$ cat config.mk
export PLATFORM = sky130hd
export DESIGN_NAME = ltec_top
export DESIGN_NICKNAME = d
export VERILOG_FILES = /design/src/verilog/ltec_pkg.sv /design/src/verilog/ltec_top.sv /design/src/verilog/ltec_trig_filt.sv
export SDC_FILE = /design/constraint.sdc
export NUM_CORES = 1
export LEC_CHECK = 0
export ABC_AREA = 1
export BUFFER_PORTS_ARGS = -buffer_cell sky130_fd_sc_hd__buf_2
export CAP_MARGIN = 20
export CORE_AREA = 2 2 207 209
export DETAILED_ROUTE_END_ITERATION = 8
export DIE_AREA = 0 0 209 211
export GPL_TIMING_DRIVEN = 0
export SYNTH_ARGS = -nofsm -noshare
export SYNTH_HDL_FRONTEND = slang
export SYNTH_HIERARCHICAL = 1
export SYNTH_SLANG_ARGS = --single-unit
$ cat constraint.sdc
create_clock -name clk -period 3.6 [get_ports clk]
set_clock_uncertainty 0.15 [all_clocks]
set_input_delay 0.72 -clock clk [delete_from_list [all_inputs] [get_ports clk]]
set_output_delay 0.72 -clock clk [all_outputs]
set_load 0.05 [all_outputs]
$ cat src/verilog/ltec_pkg.sv
// Purpose: shared constants and types for the line trigger and exposure controller
// Assumes: 25 MHz clock, 32-bit register data, plain strobe register port
// Notes:   times are in microseconds, counts in clock cycles derived from them
package ltec_pkg;

  localparam int unsigned CLK_HZ       = 25_000_000;
  localparam int unsigned US_PER_S     = 1_000_000;
  localparam int unsigned CW           = 24;
  localparam int unsigned DW           = 32;
  localparam int unsigned AW           = 8;

  // least times, rounded up to whole cycles
  localparam int unsigned EXP_MIN_US   = 2;
  localparam int unsigned EXP_MIN_CYC  = (EXP_MIN_US * CLK_HZ + US_PER_S - 1) / US_PER_S;
  localparam int unsigned TRIG_MIN_US  = 1;
  localparam int unsigned TRIG_MIN_CYC = (TRIG_MIN_US * CLK_HZ + US_PER_S - 1) / US_PER_S;

  // converter ratio held in hundredths
  localparam logic [13:0] RATIO_MIN    = 14'h0002;
  localparam logic [13:0] RATIO_MAX    = 14'h2710;
  localparam logic [6:0]  RATIO_UNIT   = 7'h64;

  localparam logic [AW-1:0] A_CTRL     = 8'h00;
  localparam logic [AW-1:0] A_LPER     = 8'h04;
  localparam logic [AW-1:0] A_EXPT     = 8'h08;
  localparam logic [AW-1:0] A_RATIO    = 8'h0c;
  localparam logic [AW-1:0] A_STAT     = 8'h10;
  localparam logic [AW-1:0] A_LCNT     = 8'h14;
  localparam logic [AW-1:0] A_CPER     = 8'h18;

  localparam logic [6:0]    CTRL_RST   = 7'h00;
  localparam logic [CW-1:0] LPER_RST   = 24'h0009c4;
  localparam logic [CW-1:0] EXPT_RST   = 24'h0004e2;
  localparam logic [13:0]   RATIO_RST  = 14'h0064;

  typedef enum logic [1:0] {
    MODE_FREE = 2'b00,
    MODE_EXT  = 2'b01,
    MODE_CONV = 2'b10
  } ltec_mode_t;

  typedef enum logic [1:0] {
    EXP_PROG  = 2'b00,
    EXP_PULSE = 2'b01,
    EXP_EDGE  = 2'b10
  } ltec_style_t;

  // control register layout, bit 0 upward: mode, style, src, pol, en
  typedef struct packed {
    logic        en;
    logic        pol;
    logic        src;
    ltec_style_t style;
    ltec_mode_t  mode;
  } ltec_ctrl_t;

  typedef struct packed {
    logic          wr;
    logic          rd;
    logic [AW-1:0] addr;
    logic [DW-1:0] wdata;
  } ltec_req_t;

endpackage

$ cat src/verilog/ltec_top.sv
// Purpose: line trigger and exposure window generator for a line-scan sensor
// Assumes: one clock, synchronous reset, registers on a plain strobe port
// Notes:   line period and exposure are in clock cycles; ratio in hundredths
`timescale 1ns/100ps
module ltec_top #(
  parameter int unsigned CW = ltec_pkg::CW
) (
  input  wire logic                      clk,
  input  wire logic                      srst,
  input  wire ltec_pkg::ltec_req_t       req,
  output logic [ltec_pkg::DW-1:0]        rdata,
  input  wire logic                      cc1_trig,
  input  wire logic                      ext_trig,
  output logic                           line_trig,
  output logic                           expose,
  output logic                           readout
);

  function automatic logic [CW-1:0] clamp(input logic [CW-1:0] v,
                                          input logic [CW-1:0] lo,
                                          input logic [CW-1:0] hi);
    clamp = (v < lo) ? lo : ((v > hi) ? hi : v);
  endfunction

  localparam logic [CW-1:0] EXP_MIN = CW'(ltec_pkg::EXP_MIN_CYC);
  localparam logic [CW-1:0] ALL1    = {CW{1'b1}};

  ltec_pkg::ltec_ctrl_t ctrl_r;
  logic [CW-1:0]        lper_r;
  logic [CW-1:0]        expt_r;
  logic [13:0]          ratio_r;
  logic [31:0]          lcnt_r;
  logic [31:0]          rdata_r;

  logic                 trig_lvl;
  logic                 trig_d_r;
  logic [CW-1:0]        meas_cnt_r;
  logic                 seen_r;

  logic                 div_busy_r;
  logic [5:0]           div_cnt_r;
  logic [31:0]          quo_r;
  logic [14:0]          rem_r;
  logic [CW-1:0]        cper_r;
  logic                 cper_vld_r;

  logic [CW-1:0]        pc_r;
  logic [CW-1:0]        ec_r;
  logic                 ec_run_r;
  logic                 armed_r;
  logic                 line_trig_r;
  logic                 expose_r;
  logic                 readout_r;

  // register decode
  wire logic wr_ctrl  = req.wr && req.addr == ltec_pkg::A_CTRL;
  wire logic wr_lper  = req.wr && req.addr == ltec_pkg::A_LPER;
  wire logic wr_expt  = req.wr && req.addr == ltec_pkg::A_EXPT;
  wire logic wr_ratio = req.wr && req.addr == ltec_pkg::A_RATIO;
  wire logic wr_lcnt  = req.wr && req.addr == ltec_pkg::A_LCNT;

  // mode and style actually in force
  wire logic is_free = ctrl_r.mode != ltec_pkg::MODE_EXT && ctrl_r.mode != ltec_pkg::MODE_CONV;
  wire logic is_ext  = ctrl_r.mode == ltec_pkg::MODE_EXT;
  wire logic is_conv = ctrl_r.mode == ltec_pkg::MODE_CONV;
  wire ltec_pkg::ltec_style_t style =
    (is_free || ctrl_r.style == 2'h3) ? ltec_pkg::EXP_PROG :  // spare style code acts as programmed
    (is_conv && ctrl_r.style != ltec_pkg::EXP_EDGE) ? ltec_pkg::EXP_PROG :
    ctrl_r.style;
  wire logic st_prog  = style == ltec_pkg::EXP_PROG;
  wire logic st_pulse = style == ltec_pkg::EXP_PULSE;
  wire logic st_edge  = style == ltec_pkg::EXP_EDGE;

  // trigger edges after filtering and polarity
  wire logic rise = trig_lvl && !trig_d_r;
  wire logic fall = !trig_lvl && trig_d_r;

  // line timing
  wire logic [CW-1:0] per      = is_conv ? cper_r : lper_r;
  wire logic          gen_run  = ctrl_r.en && (is_free || (is_conv && cper_vld_r));
  wire logic          gen_go   = gen_run && pc_r == '0;
  wire logic          line_go  = ctrl_r.en && (is_ext ? rise : gen_go);
  wire logic [CW-1:0] exp_hi   = is_ext ? ALL1 : per;
  wire logic [CW-1:0] exp_eff  = clamp(expt_r, EXP_MIN, exp_hi);
  wire logic          ec_done  = ec_run_r && ec_r == '0;

  // converter divider: period = measured * 100 / ratio
  wire logic [15:0]   div_try  = {rem_r, quo_r[31]} - {2'b00, ratio_r};
  wire logic [31:0]   div_num  = 32'(meas_cnt_r) * 32'(ltec_pkg::RATIO_UNIT);
  wire logic [CW-1:0] quo_sat  = (|quo_r[31:CW]) ? ALL1 : quo_r[CW-1:0];

  // outputs of the next cycle
  wire logic expose_nxt  = ctrl_r.en && ((st_prog && (line_go || (ec_run_r && !ec_done)))
                                         || (st_pulse && is_ext && trig_lvl)
                                         || (st_edge && (armed_r || line_go)));
  wire logic readout_nxt = ctrl_r.en && ((st_prog && ec_done && !line_go)
                                         || (st_pulse && is_ext && fall)
                                         || (st_edge && armed_r && line_go));

  // read mux
  wire logic [31:0] stat_w  = {27'h0, armed_r, div_busy_r, cper_vld_r, trig_lvl, expose_r};
  wire logic [31:0] rd_mux  =
    (req.addr == ltec_pkg::A_CTRL)  ? 32'(ctrl_r)  :
    (req.addr == ltec_pkg::A_LPER)  ? 32'(lper_r)  :
    (req.addr == ltec_pkg::A_EXPT)  ? 32'(expt_r)  :
    (req.addr == ltec_pkg::A_RATIO) ? 32'(ratio_r) :
    (req.addr == ltec_pkg::A_STAT)  ? stat_w       :
    (req.addr == ltec_pkg::A_LCNT)  ? lcnt_r       :
    (req.addr == ltec_pkg::A_CPER)  ? 32'(cper_r)  : 32'h0000_0000;

  ltec_trig_filt #(
    .MINC     (ltec_pkg::TRIG_MIN_CYC)
  ) u_filt (
    .clk      (clk),
    .srst     (srst),
    .cc1_trig (cc1_trig),
    .ext_trig (ext_trig),
    .src      (ctrl_r.src),
    .pol      (ctrl_r.pol),
    .level    (trig_lvl)
  );

  // software registers
  always_ff @(posedge clk) begin
    if (srst) begin
      ctrl_r  <= ltec_pkg::ltec_ctrl_t'(ltec_pkg::CTRL_RST);
      lper_r  <= ltec_pkg::LPER_RST;
      expt_r  <= ltec_pkg::EXPT_RST;
      ratio_r <= ltec_pkg::RATIO_RST;
      rdata_r <= 32'h0000_0000;
    end else begin
      if (wr_ctrl) begin
        ctrl_r <= ltec_pkg::ltec_ctrl_t'(req.wdata[6:0]);
      end
      if (wr_lper) begin
        lper_r <= clamp(req.wdata[CW-1:0], EXP_MIN, ALL1);
      end
      if (wr_expt) begin
        expt_r <= req.wdata[CW-1:0];
      end
      if (wr_ratio) begin
        ratio_r <= (req.wdata[31:14] != 18'h0) ? ltec_pkg::RATIO_MAX :
                   (req.wdata[13:0] < ltec_pkg::RATIO_MIN) ? ltec_pkg::RATIO_MIN :
                   (req.wdata[13:0] > ltec_pkg::RATIO_MAX) ? ltec_pkg::RATIO_MAX :
                   req.wdata[13:0];
      end
      rdata_r <= req.rd ? rd_mux : 32'h0000_0000;
    end
  end

  // line counter, a software clear in the same cycle as a hardware increment leaves it at one
  always_ff @(posedge clk) begin
    if (srst) begin
      lcnt_r <= 32'h0000_0000;
    end else if (readout_nxt) begin
      lcnt_r <= wr_lcnt ? 32'h0000_0001 : lcnt_r + 32'h0000_0001;
    end else if (wr_lcnt) begin
      lcnt_r <= 32'h0000_0000;
    end
  end

  // external period measurement between filtered rising edges
  always_ff @(posedge clk) begin
    if (srst) begin
      trig_d_r   <= 1'b0;
      meas_cnt_r <= '0;
      seen_r     <= 1'b0;
    end else begin
      trig_d_r <= trig_lvl;
      if (rise) begin
        meas_cnt_r <= CW'(1);
        seen_r     <= 1'b1;
      end else if (meas_cnt_r != ALL1) begin
        meas_cnt_r <= meas_cnt_r + CW'(1);
      end
    end
  end

  // serial restoring divider, restarted on every measured period
  always_ff @(posedge clk) begin
    if (srst) begin
      div_busy_r <= 1'b0;
      div_cnt_r  <= 6'h00;
      quo_r      <= 32'h0000_0000;
      rem_r      <= 15'h0000;
      cper_r     <= ALL1;
      cper_vld_r <= 1'b0;
    end else if (!is_conv) begin
      div_busy_r <= 1'b0;
      cper_vld_r <= 1'b0;
    end else if (rise && seen_r) begin
      div_busy_r <= 1'b1;
      div_cnt_r  <= 6'h20;
      quo_r      <= div_num;
      rem_r      <= 15'h0000;
    end else if (div_busy_r && div_cnt_r != 6'h00) begin
      div_cnt_r <= div_cnt_r - 6'h01;
      quo_r     <= {quo_r[30:0], !div_try[15]};
      rem_r     <= div_try[15] ? {rem_r[13:0], quo_r[31]} : div_try[14:0];
    end else if (div_busy_r) begin
      div_busy_r <= 1'b0;
      cper_r     <= clamp(quo_sat, EXP_MIN, ALL1);
      cper_vld_r <= 1'b1;
    end
  end

  // internal line period counter for free-run and converter modes
  always_ff @(posedge clk) begin
    if (srst) begin
      pc_r <= '0;
    end else if (!gen_run) begin
      pc_r <= '0;
    end else if (gen_go) begin
      pc_r <= per - CW'(1);
    end else begin
      pc_r <= pc_r - CW'(1);
    end
  end

  // programmed exposure timer and edge-style arming
  always_ff @(posedge clk) begin
    if (srst) begin
      ec_r     <= '0;
      ec_run_r <= 1'b0;
      armed_r  <= 1'b0;
    end else if (!ctrl_r.en) begin
      ec_run_r <= 1'b0;
      armed_r  <= 1'b0;
    end else begin
      if (st_prog && line_go) begin
        ec_r     <= exp_eff - CW'(1);
        ec_run_r <= 1'b1;
      end else if (ec_done || !st_prog) begin
        ec_run_r <= 1'b0;
      end else if (ec_run_r) begin
        ec_r <= ec_r - CW'(1);
      end
      armed_r <= st_edge && (armed_r || line_go);
    end
  end

  // registered outputs
  always_ff @(posedge clk) begin
    if (srst) begin
      line_trig_r <= 1'b0;
      expose_r    <= 1'b0;
      readout_r   <= 1'b0;
    end else begin
      line_trig_r <= line_go;
      expose_r    <= expose_nxt;
      readout_r   <= readout_nxt;
    end
  end

  assign rdata     = rdata_r;
  assign line_trig = line_trig_r;
  assign expose    = expose_r;
  assign readout   = readout_r;

endmodule

$ cat src/verilog/ltec_trig_filt.sv
// Purpose: external trigger source select, polarity and short pulse rejection
// Assumes: trigger inputs synchronous to clk
// Notes:   output level follows the input only after it has held for MINC cycles
`timescale 1ns/100ps
module ltec_trig_filt #(
  parameter int unsigned MINC = ltec_pkg::TRIG_MIN_CYC
) (
  input  wire logic clk,
  input  wire logic srst,
  input  wire logic cc1_trig,
  input  wire logic ext_trig,
  input  wire logic src,
  input  wire logic pol,
  output logic      level
);

  logic [7:0] cnt_r;
  logic       level_r;
  wire  logic raw;
  wire  logic differs;
  wire  logic settled;

  // active low inputs are inverted before any edge is looked at
  assign raw     = (src ? ext_trig : cc1_trig) ^ pol;
  assign differs = raw != level_r;
  assign settled = cnt_r == 8'(MINC - 1);

  always_ff @(posedge clk) begin
    if (srst) begin
      cnt_r   <= 8'h00;
      level_r <= 1'b0;
    end else if (differs && settled) begin
      cnt_r   <= 8'h00;
      level_r <= raw;
    end else if (differs) begin
      cnt_r   <= cnt_r + 8'h01;
    end else begin
      cnt_r   <= 8'h00;
    end
  end

  assign level = level_r;

endmodule
==> results.md <==
- Outcome: finished with violations
- Failing checks: setup timing
- Clock latency at the later pin of the worst-skew pair: a little under 0.6 ns
- Crit path launch: ctrl_r[0]
- Pin count of the biggest net entering global routing: 14
- Distinct cell type count after synthesis: 53
- Commonest non-fill, non-tap cell in the layout: nand2_1
- Reg2reg start: ctrl_r[0]
- Vias/cell: 5.626
- Setup slack after layout: -0.2699 ns
- Placed inst area: 20230 um^2
- Ranking of synthesized cells by area: dfxtp_1 31%, nand2_1 10%, inv_1 8.5%
- Leading area contributor after synthesis: dfxtp_1
- Synth warn: 6
- Worst Max-Slew Pin Slew: 1.001 ns
- Reg2reg setup slack: -0.27 ns
- Hold Worst Slack: 0.2862 ns
- Peak supply drop: 0.0003208 V
- CP max-delay cell: dfxtp_2
- GPL Wtd Cong: 0.9652
- CP required: 3.94 ns
- Tmin final: around 3.9 ns
- Syn_nets: 3005
- Endpoints failing setup: 21
- RSZ-0062 raised after global routing: yes
- Lkg Pwr: 0.01078 uW
- Max clock buf depth: 3
- DRT Wirelength: 69780 um
- Max cap viols: 0
- Core Region: 41760 um^2
- CTS Buf Count: 37
- Most frequent cells in the layout: 483 x nand2_1, 411 x inv_1, 286 x dfxtp_1
- Pwr Total: 7352 uW
- Layout cells sized above 1: 15.71%
- Cell Area, Synth: between 15000 and 20000 um^2
- Initial Util: 45.76%
- Worst Hold Class: primary input to flip-flop
- Drt drc: 0
- CP arrival: 4.21 ns
- Top-area cell type share of the netlist area: 31.43%
- Design Area, Final: 23120 um^2
- Slew headroom: 33.26%
- Total iterations of the first detailed-routing run: 8
- CTS root buf: clkbuf_16
- DRT iter0 DRCs: 1958
- Hold path depth: 3
- Area grow syn2layout: 20.97%
- First-pass GRT wire length: between 100000 and 150000 um
- Pwr dens: 318.0 nW/um^2
- Grt total ovfl: 0
- Post-DRT Antenna Nets: 0
- CTS tree: yes
- # IOs: between 80 and 90
- Fmax: 258.4 MHz
- H-tree levels: 2
- Seq cells post-synth: 300
- DP HPWL: 54210 um
- Fillers: around 4200
- Critical Path Start Type: flip-flop
- DP Worst Slack: -0.9430 ns
- Setup CP Type: flip-flop to flip-flop
- Fin. Hold Viols: 0
- Avg Synthesized Cell Area: around 6.8 um^2
- Post-synth top flop: dfxtp_1
- PortBufs: 80
- Clock Pin Slew Worst Setup and Hold Paths: 0.06 ns
- Count of pins over their slew limit: 0
- Reg2reg end: ec_r[20]
- Register area share after synthesis: about a third
- Fin nets: 3202
- Post-Syn Instances: 2814
- Initial antenna violation count: 1
- All-Layer GR Usage: between 30% and 40%
- Vias in the first global route: 18640
- Row count: 75
- CP endpoint: ec_r[20]
- Critical path's largest stage delay: 0.35 ns
- Post-CTS Hold Fix Bufs: 0
- Asr flop ratio synth: 0%
- Wire per inst: 19.51 um
- Dpl cells: 3433
- Fin crit share: 107.5%
- CTS sink cnt: 300
- Worst-path fanout max: 7
- Die X: about 210 um
- Die height: roughly 210 um
- Via count: 20120
- Reg2reg path depth: 29
- CP endpoint kind: flip-flop
- Non-filler cells, final: 3576
- Post-synth EDFFs: 0
- Die ar.: 44100 um^2
-- timing repair --
item / in CTS / in global routing
buffers inserted: 36 / 38
resized for setup: 141 / 160
cloned: 2 / 2
pin swaps: 40 / 73
setup endpoints to repair: 49 / 87
-- critical path: cells and delay by family, from the launching register on --
kind | cells | cell delay (ns)
adders and majority gates | 3 | 0.60
AOI/OAI and AO/OA | 2 | 0.17
buffers and inverters | 5 | 0.56
and+or+nand+nor | 19 | 1.93
DFF | 1 | 0.35
-- worst min-delay path by stage --
stage	from	endpoint	slack, ns
after global routing	req[21]	expt_r[21]	0.28
after detailed placement	lcnt_r[31]	rdata[31]	0.30
final	req[21]	expt_r[21]	0.29
after global placement	lcnt_r[31]	rdata[31]	0.30
after CTS	req[21]	expt_r[21]	0.26
after floorplan	lcnt_r[31]	rdata[31]	0.28
-- routing by layer --
metal / up-vias / global-route usage, % / wire length (um)
li1: 9725 / - / -
met1: 9482 / 41.25 / 30380
met2: 736 / 49.46 / 31250
met3: 172 / 4.520 / 4872
met4: 2 / 12.59 / 3267
met5: - / 0 / 11
-- power by group --
| group | leakage [uW] | total [uW] | internal [uW] | switching, uW |
|---|---|---|---|---|
| clock network | 0.000592 | 3750 | 2190 | 1550 |
| registers | 0.00243 | 3330 | 3320 | 8.04 |
| logic | 0.00776 | 277 | 77.1 | 200 |
| total | 0.0108 | 7350 | 5590 | 1760 |
-- sequential cells by signal, indices dropped and copies added (netlist names), 14 cells and up --
| register | cells |
|---|---|
| lcnt_r | 32 |
| meas_cnt_r | 24 |
| pc_r | 24 |
| cper_r | 24 |
| quo_r | 32 |
| lper_r | 24 |
| rem_r | 15 |
| expt_r | 24 |
| ratio_r | 14 |
| rdata | 32 |
| ec_r | 24 |
-- cell usage after synthesis (5+ instances only) --
master,n
a211oi_1,7
a21o_1,7
a21oi_1,259
a221oi_1,5
a31oi_1,15
buf_1,8
buf_2,18
clkbuf_1,73
clkinv_1,5
dfxtp_1,300
fa_1,20
ha_1,125
inv_1,431
inv_2,7
nand2_1,518
nand2_2,8
nand3_1,166
nand3_2,6
nand3b_1,7
nand4_1,50
nor2_1,272
nor2_2,9
nor3_1,44
nor4_1,30
o2111ai_1,8
o211ai_1,51
o21a_1,6
o21ai_0,220
o221ai_1,15
o22ai_1,7
o31ai_1,5
or2_2,7
xnor2_1,24
xor2_1,31
-- stage by stage --
step                      util [%]  TNS, ns
after floorplan                  -        0
after global placement       48.45   -16.50
after detailed placement     48.45   -17.71
after CTS                    53.06   -1.854
after global routing         55.36   -7.654
final                        55.36   -3.618
-- layout make-up --
cell class                      instances  area, um^2  share of cell area [%]
Inverter                              444        1670                   7.225
Multi-Input combinational cell       1968       11950                   51.67
Buffer                                102       539.3                   2.333
Sequential cell                       300        6043                   26.14
Tap cell                              539       674.4                   2.917
Timing Repair Buffer                  158        1037                   4.487
Clock inverter                         15       163.9                  0.7090
Clock buffer                           49        1042                   4.508
Antenna cell                            1       2.502                 0.01082
-- cells by family (layout without fill, tap and decap cells) --
| family | count (synthesis) | after routing | share of synthesized area, % |
|---|---|---|---|
| compound gates | 629 | 629 | 18.56 |
| xor+xnor | 55 | 55 | 2.521 |
| flops | 300 | 300 | 31.43 |
| other cells | 0 | 1 | 0 |
| fa+ha+maj | 145 | 145 | 10.28 |
| buf+inv | 546 | 768 | 10.97 |
| simple gates | 1139 | 1139 | 26.25 |
Power figures use the tool's default switching activity.
